===== config.mk =====
export PLATFORM = sky130hd
export DESIGN_NAME = sar_conversion_sequencer
export DESIGN_NICKNAME = d
export VERILOG_FILES = /design/src/hw/sar_seq_pkg.sv /design/src/hw/sar_trial_if.sv /design/src/hw/sar_trial_reg.sv /design/src/hw/sar_conversion_sequencer.sv
export SDC_FILE = /design/constraint.sdc
export NUM_CORES = 1
export LEC_CHECK = 0
export BUFFER_PORTS_ARGS = -buffer_cell sky130_fd_sc_hd__buf_2
export CAP_MARGIN = 20
export CORE_ASPECT_RATIO = 1.2
export CORE_MARGIN = 5
export CORE_UTILIZATION = 57
export CTS_BUF_LIST = sky130_fd_sc_hd__clkbuf_8
export DETAILED_ROUTE_END_ITERATION = 16
export PLACE_DENSITY = 0.78
export SLEW_MARGIN = 15
export SYNTH_ARGS = -nofsm -noshare
export SYNTH_HDL_FRONTEND = slang
export SYNTH_SLANG_ARGS = --single-unit

===== constraint.sdc =====
create_clock -name core_clk -period 7.7 [get_ports core_clk]
set_input_delay 0.77 -clock core_clk [delete_from_list [all_inputs] [get_ports core_clk]]
set_output_delay 0.77 -clock core_clk [all_outputs]
set_load 0.05 [all_outputs]

===== src/hw/sar_seq_pkg.sv =====
// constants and types shared by the conversion sequencer
package sar_seq_pkg;
	localparam int RESULT_BITS = 18;
	localparam logic [17:0] CODE_MAX = 18'h3FFFF;
	localparam logic [17:0] CODE_ZERO = 18'h00000;
	localparam logic [17:0] CODE_MID = 18'h20000;
	// reduced span has gain 0.8: codes above the offset are stretched by 5/4
	localparam int SPAN_NUM = 4;
	localparam int SPAN_DEN = 5;
	localparam logic [17:0] SPAN_OFFSET = 18'h06666;
	// switch settling: first switches open before the arrays move to ground
	localparam real SWITCH_SETTLE_NS = 8.0;
	localparam real CLK_PERIOD_NS = 4.0;
	// whole clock periods, rounded up; a plain real-to-int cast rounds to nearest
	localparam int SWITCH_SETTLE_CYC = int'($ceil(SWITCH_SETTLE_NS / CLK_PERIOD_NS));
	localparam logic [3:0] SETTLE_CYC = 4'(SWITCH_SETTLE_CYC);
	localparam logic [4:0] LAST_TRIAL = 5'h00;
	localparam logic [4:0] FIRST_TRIAL = 5'h11;

	typedef enum logic [2:0] {
		ST_ACQUIRE = 3'b000,
		ST_OPEN_SW = 3'b001,
		ST_GROUND = 3'b010,
		ST_TRIAL = 3'b011,
		ST_CODE = 3'b100
	} seq_state_t;
endpackage : sar_seq_pkg


===== src/hw/sar_trial_if.sv =====
// carrier between sequencer and bit-trial register
`timescale 1ns/100ps
interface sar_trial_if;
	logic clear;
	logic step;
	logic [4:0] bit_index;
	logic keep_bit;
	logic [17:0] trial_code;
	modport ctrl (output clear, output step, output bit_index, output keep_bit, input trial_code);
	modport reg_side (input clear, input step, input bit_index, input keep_bit, output trial_code);
endinterface : sar_trial_if


===== src/hw/sar_trial_reg.sv =====
// successive approximation register: one bit decided per step
`timescale 1ns/100ps
module sar_trial_reg (
	// clock and reset
	input wire logic core_clk,
	input wire logic rst_n,
	// trial control
	sar_trial_if.reg_side tr
);
	typedef struct packed {
		logic [17:0] code;
	} trial_state_t;
	trial_state_t cur;
	trial_state_t nxt;

	always_comb begin
		nxt = cur;
		if (tr.clear) begin
			// msb tried first at half scale
			nxt.code = sar_seq_pkg::CODE_MID;
		end else if (tr.step) begin
			nxt.code[tr.bit_index] = tr.keep_bit;
			if (tr.bit_index != sar_seq_pkg::LAST_TRIAL) begin
				nxt.code[tr.bit_index - 5'h01] = 1'b1;
			end
		end
	end

	always_ff @(posedge core_clk or negedge rst_n) begin
		if (!rst_n) begin
			cur <= '0;
		end else begin
			cur <= nxt;
		end
	end

	assign tr.trial_code = cur.code;
endmodule : sar_trial_reg


===== src/hw/sar_conversion_sequencer.sv =====
// conversion sequencer: switches, bit trials, output coding, overvoltage flag
// Function
// - start input rising edge ends acquisition, starts conversion
// - open sampling switches, then ground arrays
// - eighteen trials, msb first, weights halving
// - after trials form code, signal via busy
// - timed by internal clock, no serial clock
// - straight binary, midscale 0x20000
// - over-range saturates to 0x3FFFF
// - under-range saturates to 0x00000
// - span compression maps reduced span fully
// - sticky overvoltage flag, cleared by read
// - overvoltage state in result status bits
// - span compression off after reset
`timescale 1ns/100ps
module sar_conversion_sequencer (
	// clock and reset
	input wire logic core_clk,
	input wire logic rst_n,
	// conversion control pin
	input wire logic conversion_start_input,
	// analog front end
	output logic positive_sampling_switch,
	output logic negative_sampling_switch,
	output logic array_to_input,
	output logic [17:0] dac_code,
	input wire logic comparator_high,
	input wire logic clamp_active,
	// configuration and readback
	input wire logic span_compress_set,
	input wire logic span_compress_clear,
	input wire logic flag_read,
	output logic overvoltage_clamp_flag,
	output logic span_compress_on,
	// result
	output logic busy,
	output logic result_valid,
	output logic [17:0] result_code,
	output logic result_status_ov
);
	// every register of the sequencer except the trial code, which sits in u_trial
	typedef struct packed {
		logic [2:0] start_sync;
		logic start_seen;
		logic [2:0] clamp_sync;
		logic clamp_seen;
		sar_seq_pkg::seq_state_t state;
		logic [3:0] settle;
		logic [4:0] bit_index;
		logic sw_closed;
		logic arr_input;
		logic busy;
		logic valid;
		logic [17:0] result;
		logic status_ov;
		logic ov_flag;
		logic span_on;
		logic conv_ov;
	} seq_t;
	seq_t cur;
	seq_t next_cur;
	sar_trial_if tr ();
	logic start_level;
	logic clamp_level;
	logic start_rise;
	logic [17:0] span_diff;
	logic [20:0] scaled;
	logic [17:0] coded;

	sar_trial_reg u_trial (
		.core_clk(core_clk),
		.rst_n(rst_n),
		.tr(tr)
	);

	////////////////////////////////////////////////////////////////////////
	// synchronised pin levels: a change counts once stages two and three agree
	always_comb begin
		start_level = cur.start_seen;
		if (cur.start_sync[1] == cur.start_sync[2]) begin
			start_level = cur.start_sync[2];
		end
		clamp_level = cur.clamp_seen;
		if (cur.clamp_sync[1] == cur.clamp_sync[2]) begin
			clamp_level = cur.clamp_sync[2];
		end
		start_rise = start_level & ~cur.start_seen;
	end

	////////////////////////////////////////////////////////////////////////
	// span compression: 0.1..0.9 of the raw span is stretched onto the full code range
	always_comb begin
		span_diff = tr.trial_code - sar_seq_pkg::SPAN_OFFSET;
		scaled = 21'((22'(span_diff) * 22'(sar_seq_pkg::SPAN_DEN))
			/ 22'(sar_seq_pkg::SPAN_NUM));
		coded = scaled[17:0];
		if (tr.trial_code < sar_seq_pkg::SPAN_OFFSET) begin
			// below 0.1 of the reference
			coded = sar_seq_pkg::CODE_ZERO;
		end else if (scaled > 21'(sar_seq_pkg::CODE_MAX)) begin
			// above 0.9 of the reference
			coded = sar_seq_pkg::CODE_MAX;
		end
	end

	////////////////////////////////////////////////////////////////////////
	// sequencer
	always_comb begin
		next_cur = cur;
		next_cur.start_sync = {cur.start_sync[1:0], conversion_start_input};
		next_cur.clamp_sync = {cur.clamp_sync[1:0], clamp_active};
		next_cur.start_seen = start_level;
		next_cur.clamp_seen = clamp_level;
		tr.clear = 1'b0;
		tr.step = 1'b0;
		tr.bit_index = cur.bit_index;
		tr.keep_bit = comparator_high;
		// span compression: set wins over clear, off from reset on
		if (span_compress_set) begin
			next_cur.span_on = 1'b1;
		end else if (span_compress_clear) begin
			next_cur.span_on = 1'b0;
		end
		// sticky flag: a new clamp event wins over the read clear
		if (clamp_level) begin
			next_cur.ov_flag = 1'b1;
		end else if (flag_read) begin
			next_cur.ov_flag = 1'b0;
		end
		// clamp seen at any point of the running conversion
		if (clamp_level) begin
			next_cur.conv_ov = 1'b1;
		end

		unique case (cur.state)
			sar_seq_pkg::ST_ACQUIRE: begin
				// arrays track the input until a start edge
				next_cur.valid = 1'b0;
				if (start_rise) begin
					next_cur.state = sar_seq_pkg::ST_OPEN_SW;
					next_cur.sw_closed = 1'b0;
					next_cur.busy = 1'b1;
					next_cur.settle = sar_seq_pkg::SETTLE_CYC;
					next_cur.conv_ov = clamp_level;
				end
			end
			sar_seq_pkg::ST_OPEN_SW: begin
				// comparator-side switches open, arrays still on the inputs
				next_cur.settle = cur.settle - 4'h1;
				if (cur.settle == 4'h1) begin
					next_cur.arr_input = 1'b0;
					next_cur.state = sar_seq_pkg::ST_GROUND;
					next_cur.settle = sar_seq_pkg::SETTLE_CYC;
				end
			end
			sar_seq_pkg::ST_GROUND: begin
				// arrays on ground; the msb trial is loaded on exit
				next_cur.settle = cur.settle - 4'h1;
				if (cur.settle == 4'h1) begin
					tr.clear = 1'b1;
					next_cur.bit_index = sar_seq_pkg::FIRST_TRIAL;
					next_cur.state = sar_seq_pkg::ST_TRIAL;
				end
			end
			sar_seq_pkg::ST_TRIAL: begin
				// one trial per internal clock edge, no serial clock involved
				tr.step = 1'b1;
				next_cur.bit_index = cur.bit_index - 5'h01;
				if (cur.bit_index == sar_seq_pkg::LAST_TRIAL) begin
					next_cur.state = sar_seq_pkg::ST_CODE;
				end
			end
			sar_seq_pkg::ST_CODE: begin
				// result latched, front end back to acquisition
				if (!cur.span_on) begin
					next_cur.result = tr.trial_code;
				end else begin
					next_cur.result = coded;
				end
				next_cur.status_ov = cur.conv_ov | clamp_level;
				next_cur.valid = 1'b1;
				next_cur.busy = 1'b0;
				next_cur.sw_closed = 1'b1;
				next_cur.arr_input = 1'b1;
				next_cur.state = sar_seq_pkg::ST_ACQUIRE;
			end
			default: begin
				next_cur.state = sar_seq_pkg::ST_ACQUIRE;
				next_cur.busy = 1'b0;
				next_cur.sw_closed = 1'b1;
				next_cur.arr_input = 1'b1;
			end
		endcase
	end

	always_ff @(posedge core_clk or negedge rst_n) begin
		if (!rst_n) begin
			cur <= '{
				state: sar_seq_pkg::ST_ACQUIRE,
				sw_closed: 1'b1,
				arr_input: 1'b1,
				result: sar_seq_pkg::CODE_ZERO,
				default: '0
			};
		end else begin
			cur <= next_cur;
		end
	end

	////////////////////////////////////////////////////////////////////////
	// outputs
	assign positive_sampling_switch = cur.sw_closed;
	assign negative_sampling_switch = cur.sw_closed;
	assign array_to_input = cur.arr_input;
	assign dac_code = tr.trial_code;
	assign overvoltage_clamp_flag = cur.ov_flag;
	assign span_compress_on = cur.span_on;
	assign busy = cur.busy;
	assign result_valid = cur.valid;
	assign result_code = cur.result;
	assign result_status_ov = cur.status_ov;
endmodule : sar_conversion_sequencer


Yosys cells after proc, flatten, opt, wreduce, memory -nomap -nowiden
Cells that the tools add are included.
- shift-type cells: 0
- multiply operators: 1
- reduce and logical (&&, ||, !) cells: 18
- $add $sub $neg: 3
- divide/modulo/power cells: 0
- equal/unequal tests: 11
- magnitude comparators: 6
- mux-type cells: 38
- bitwise logic cells: 6
- operators with widths (kind ; number):
    18-bit two-way mux ; 6
    18-bit by 3-bit multiplier with 21-bit output, second input constant ; 1
    19-bit by 18-bit greater-than comparator with 1-bit output, second input constant ; 1
    18-bit bitwise mux ; 1
    18-bit by 15-bit less-than comparator with 1-bit output, second input constant ; 1
    18-bit OR ; 1
    18-bit by 15-bit subtractor with 18-bit output, second input constant ; 1
    1-bit two-way mux ; 17
    7-bit two-way mux ; 2
    5-bit by 6-bit less-than comparator with 1-bit output, second input constant ; 2
    3-bit one-hot mux with 4 select lines ; 1
    4-bit one-hot mux with 3 select lines ; 1
    1-bit demux with 5-bit select ; 2
    5-bit by 1-bit >= comparator with 1-bit output, second input constant ; 2
    5-bit one-hot mux with 2 select lines ; 1
    2-bit nonzero test ; 5
    2-bit inequality test, second input constant ; 4
    1-bit one-hot mux with 2 select lines ; 4
    2-bit AND reduction ; 4
    3-bit by 2-bit equality test with 1-bit output, second input constant ; 2
    3-bit two-way mux ; 2
    3-bit OR reduction ; 2
    5-bit logical NOT ; 1
    5-bit two-way mux ; 1
    14 further kinds ; 18
- word-level logic and storage cells: 100
- bits in writable memories: 0
- bits in read-only memories: 0
- register bits after elaboration: 64
- bits in latches: 0
- memories kept: 0
- output and inout bits: 44
- input port bits: 8

Longest topological paths before layout
- word-level depth: 9
- gate-level depth with buffers: 15
- mapped depth without buffers: 14

Modules after synthesis
A second synthesis with hierarchy kept.
- cell total of the unflattened synthesis: 527
- area total of the unflattened synthesis: 4690.7 µm²
- by module, submodules not included (module ; area each (µm²) ; cells an instance ; times used):
    sar_conversion_sequencer ; 3606.0 ; 410 ; 1
    sar_trial_reg ; 1084.8 ; 117 ; 1

Worst setup path after synthesis
No wires, ideal clock.
- kind: reg-to-reg
- start point: register u_trial.cur (netlist bit u_trial.tr.trial_code[2])
- end point: register cur (netlist bit result_code[15])
- path slack: 3785 ps
- setup time: 133 ps
- path buffers: 0
- cell stages (with the launch flop): 15
- data arrival time: 3782 ps
- clock period less this slack: 3915 ps
- required time: 7567 ps
- cell sequence: dfrtp_1 -> ha_1 -> o311ai_4 -> o211ai_2 -> nand3_1 -> xor2_1 -> ha_1 -> ha_1 -> a21oi_1 -> o21ai_0 -> a211oi_1 -> a31oi_1 -> maj3_4 -> a2bb2oi_1 -> o22ai_1
- longest elaborated chain between the ends: 6
- RTL lines (item ; line ; source):
    start: declaration ; sar_trial_reg.sv:13 ; trial_state_t cur;
    start signal: assignment ; sar_trial_reg.sv:33 ; cur <= nxt;
    18-bit by 15-bit subtractor with 18-bit output ; sar_conversion_sequencer.sv:93 ; span_diff = tr.trial_code - sar_seq_pkg::SPAN_OFFSET;
    18-bit by 3-bit multiplier with 21-bit output ; sar_conversion_sequencer.sv:94 ; scaled = 21'((22'(span_diff) * 22'(sar_seq_pkg::SPAN_DEN))
    19-bit by 18-bit greater-than comparator with 1-bit output ; sar_conversion_sequencer.sv:100 ; end else if (scaled > 21'(sar_seq_pkg::CODE_MAX)) begin
    18-bit two-way mux ; sar_conversion_sequencer.sv:100 ;
    18-bit two-way mux (*) ; sar_conversion_sequencer.sv:97 ; if (tr.trial_code < sar_seq_pkg::SPAN_OFFSET) begin
    18-bit two-way mux (*) ; sar_conversion_sequencer.sv:175 ; if (!cur.span_on) begin
    end signal: assignment ; sar_conversion_sequencer.sv:198 ; cur <= '{
    end signal: assignment ; sar_conversion_sequencer.sv:206 ; cur <= next_cur;
    end: declaration ; sar_conversion_sequencer.sv:60 ; seq_t cur;
Every way passes the cells marked *; elsewhere a longest branch is shown, timed or not.
A chain may end at the register's enable or synchronous reset.

Final worst setup path
- start point: register u_trial.cur (netlist bit u_trial.tr.trial_code[4])
- end point: register cur (netlist bit result_code[10])
The elaborated chain is that of the path after synthesis.

==> flow_summary_export.csv <==
group,metric,value,unit
place,place_area,0.005007,sq mm
critical_path,arrival,4.30,ns
synthesis,ys.warnings.count,0,
clock_network,cts_buffers,9,
global_routing,grt_util_all_layers,23.84,%
synthesis,synth_commonest_cells,"dfrtp_1 (62), a21oi_1 (52), o21ai_0 (52)",
place,gp_congestion,0.9469,
worst_hold_path,hp-class,"register to register",
place,io_buffers,51,
sta,setup_viol,0,
detailed_routing,drt_iter0_markers,284,
critical_path,startpoint_type,"register",
floorplanning,core_area,0.008472,sq mm
sta,max_freq,244.6,MHz
sta,period_share,53.11,%
sta,tightest_slew,0.8445,ns
synthesis,ys_seq_area_share,33.03,%
place,hpwlAfterDp,8842,um
synthesis,yosysTopAreaCellShare,31.95,%
detailed_routing,vias_per_cell,6.038,
synthesis,async_flop_share,100.0,%
global_routing,antenna_found_initial,0,
sta,finClkSkew,0.01154,ns
clock_network,clockBufferDepth,2,
detailed_routing,drc,0,
detailed_routing,drt_pass1_iterations,5,
synthesis,synth_edf_count,0,
place,dp_cells,690,
clock_network,ctsHoldBuffers,0,
sta,slew_headroom,43.70,%
clock_network,postCtsSetupBuffers,0,
floorplanning,die_area,0.01047,sq mm
floorplanning,num_rows,37,
floorplanning,num_io_pins,52,
clock_network,cts_tree,"built",
sta,rsz0062_at_grt,"false",
final_layout,design_area,0.005210,sq mm
sta,period_minus_slack,4.089,ns
clock_network,clockRootBuffer,"clkbuf_8",
clock_network,cts.repair.resized,0,
sta,fin_tns_setup,0,ns
synthesis,ys_ff_latch,64,
detailed_routing,drt-total-wl,11940,um
clock_network,clk_pin_slew_worst_paths,0.07,ns
clock_network,worstSkewPairLatency,0.35,ns
synthesis,synth_area_leader_cell,"dfrtp_1",
floorplanning,initial_core_util,57.32,%
critical_path,critPathMaxFanout,9,
critical_path,end_kind,"register",
synthesis,synth.avg_cell_area,8.534,sq um
synthesis,synthesis.area,0.004856,sq mm
critical_path,cp.required,7.91,ns
global_routing,grt_pass1_wl,20000,um
clock_network,cts.sinks,64,
synthesis,yosys.cell_count.top_type,"dfrtp_1",
final_layout,fin_cells,705,
final_layout,fill_cells,744,
outcome,status,"finished clean",
final_layout,syn2layout_area_growth,7.292,%
global_routing,grt_max_degree,65,
floorplanning,die_w,94.26,um
final_layout,antenna_cells,0,
synthesis,synth_cell_types,56,
run,maxCapViolCount,0,
clock_network,htreeDepth,3,
floorplanning,die_h,111.1,um
global_routing,grt-ovfl-total,0,
sta,slew_violations,0,
detailed_routing,wl_per_cell,16.93,um
synthesis,synth_fp_nets,619,
final_layout,nNetsFinal,634,
critical_path,criticalPathCategory,"register to register",
synthesis,synth_flop_cell,"dfrtp_1",
final_layout,drive_above_1_share,14.12,%
synthesis,yosys-top-cells-area,"dfrtp_1 (32%), ha_1 (11%), a21oi_1 (5.4%)",
synthesis,synth_cells,569,
final_layout,fin_util,61.50,%
detailed_routing,drt.antenna.violating_nets,0,
sta,hold_violations,0,
detailed_routing,vias,4257,
global_routing,grt_pass1_vias,4140,
per-stage QoR:
stage | worst slack (ns) | hold WS [ns]
after floorplan | 3.785 | 0.3312
after global placement | 3.871 | 0.3330
after detailed placement | 3.673 | 0.3355
after CTS | 3.651 | 0.3515
after global routing | 3.313 | 0.3755
final | 3.611 | 0.3518
routing by layer:
| layer | wire length, um | global-route usage, % | up-vias |
|---|---|---|---|
| li1 | - | - | 2068 |
| met1 | 4996 | 30.43 | 2019 |
| met2 | 5980 | 39.91 | 148 |
| met3 | 733 | 4.549 | 22 |
| met4 | 227 | 8.189 | 0 |
| met5 | 0 | 0 | - |
registers in the layout, indices dropped and copies added (netlist names), 5 cells and up:
register and cells:
result_code 18, u_trial.tr.trial_code 18, cur 16, tr.bit_index 5
cell type report:
type,count,area [sq um],area share [%]
flip-flops and latches,64,1604,30.79
repair buffers,53,270.3,5.187
clock buffers,9,123.9,2.378
multi-input cells,440,2927,56.17
clock inverters,6,78.83,1.513
inverters,16,60.06,1.153
well taps,117,146.4,2.810
cells by family (layout without fill, tap and decap cells):
family,after synthesis,after routing,share of synthesized area (%)
AOI/OAI and AO/OA,186,186,24.14
and+or+nand+nor,169,169,16.59
buffers and inverters,65,84,6.699
DFF,64,64,33.03
adders and majority gates,44,44,11.47
xor gates and xnor gates,25,25,4.664
muxes,16,16,3.401
critical path, stage by stage (launching register included):
cell and delay [ns]:
dfrtp_1 0.49, a211oi_1 0.48, nor3_1 0.15, o21ai_0 0.24, xor2_1 0.30, inv_1 0.08, ha_1 0.20, ha_1 0.35
a21oi_1 0.30, o21ai_0 0.13, a211oi_1 0.30, a31oi_1 0.18, maj3_4 0.43, nand2_2 0.21, a31oi_1 0.11
worst paths after layout:
path	from	endpoint	slack (ns)	cells past startpoint
setup / recovery	u_trial.tr.trial_code[4]	result_code[10]	3.61	14
hold / removal	cur[39]	cur[40]	0.35	0
setup reg to reg	u_trial.tr.trial_code[4]	result_code[10]	3.61	14
hold reg to reg	cur[39]	cur[40]	0.35	0
max in group asynchronous	rst_n	result_code[15]	6.59	2
min in group asynchronous	rst_n	cur[32]	0.58	2
placed cells by master, fill, tap and decap left out, drive strengths merged, types with 3 or more instances in the layout:
master / count
a211oi: 5
a21o: 11
a21oi: 52
a22o: 12
a31oi: 16
and2: 5
and3: 8
buf: 53
clkbuf: 9
dfrtp: 62
ha: 41
inv: 19
mux2: 4
mux2i: 12
nand2: 51
nand2b: 13
nand3: 17
nand4: 4
nor2: 41
nor2b: 6
nor3: 11
o211ai: 4
o21ai: 53
o21bai: 3
o22ai: 11
o31ai: 6
or2: 3
xnor2: 13
xor2: 12
Power is left out: the tool's default activity adds up to more than one toggle a clock period on the data nets, which glitch-free logic cannot reach.
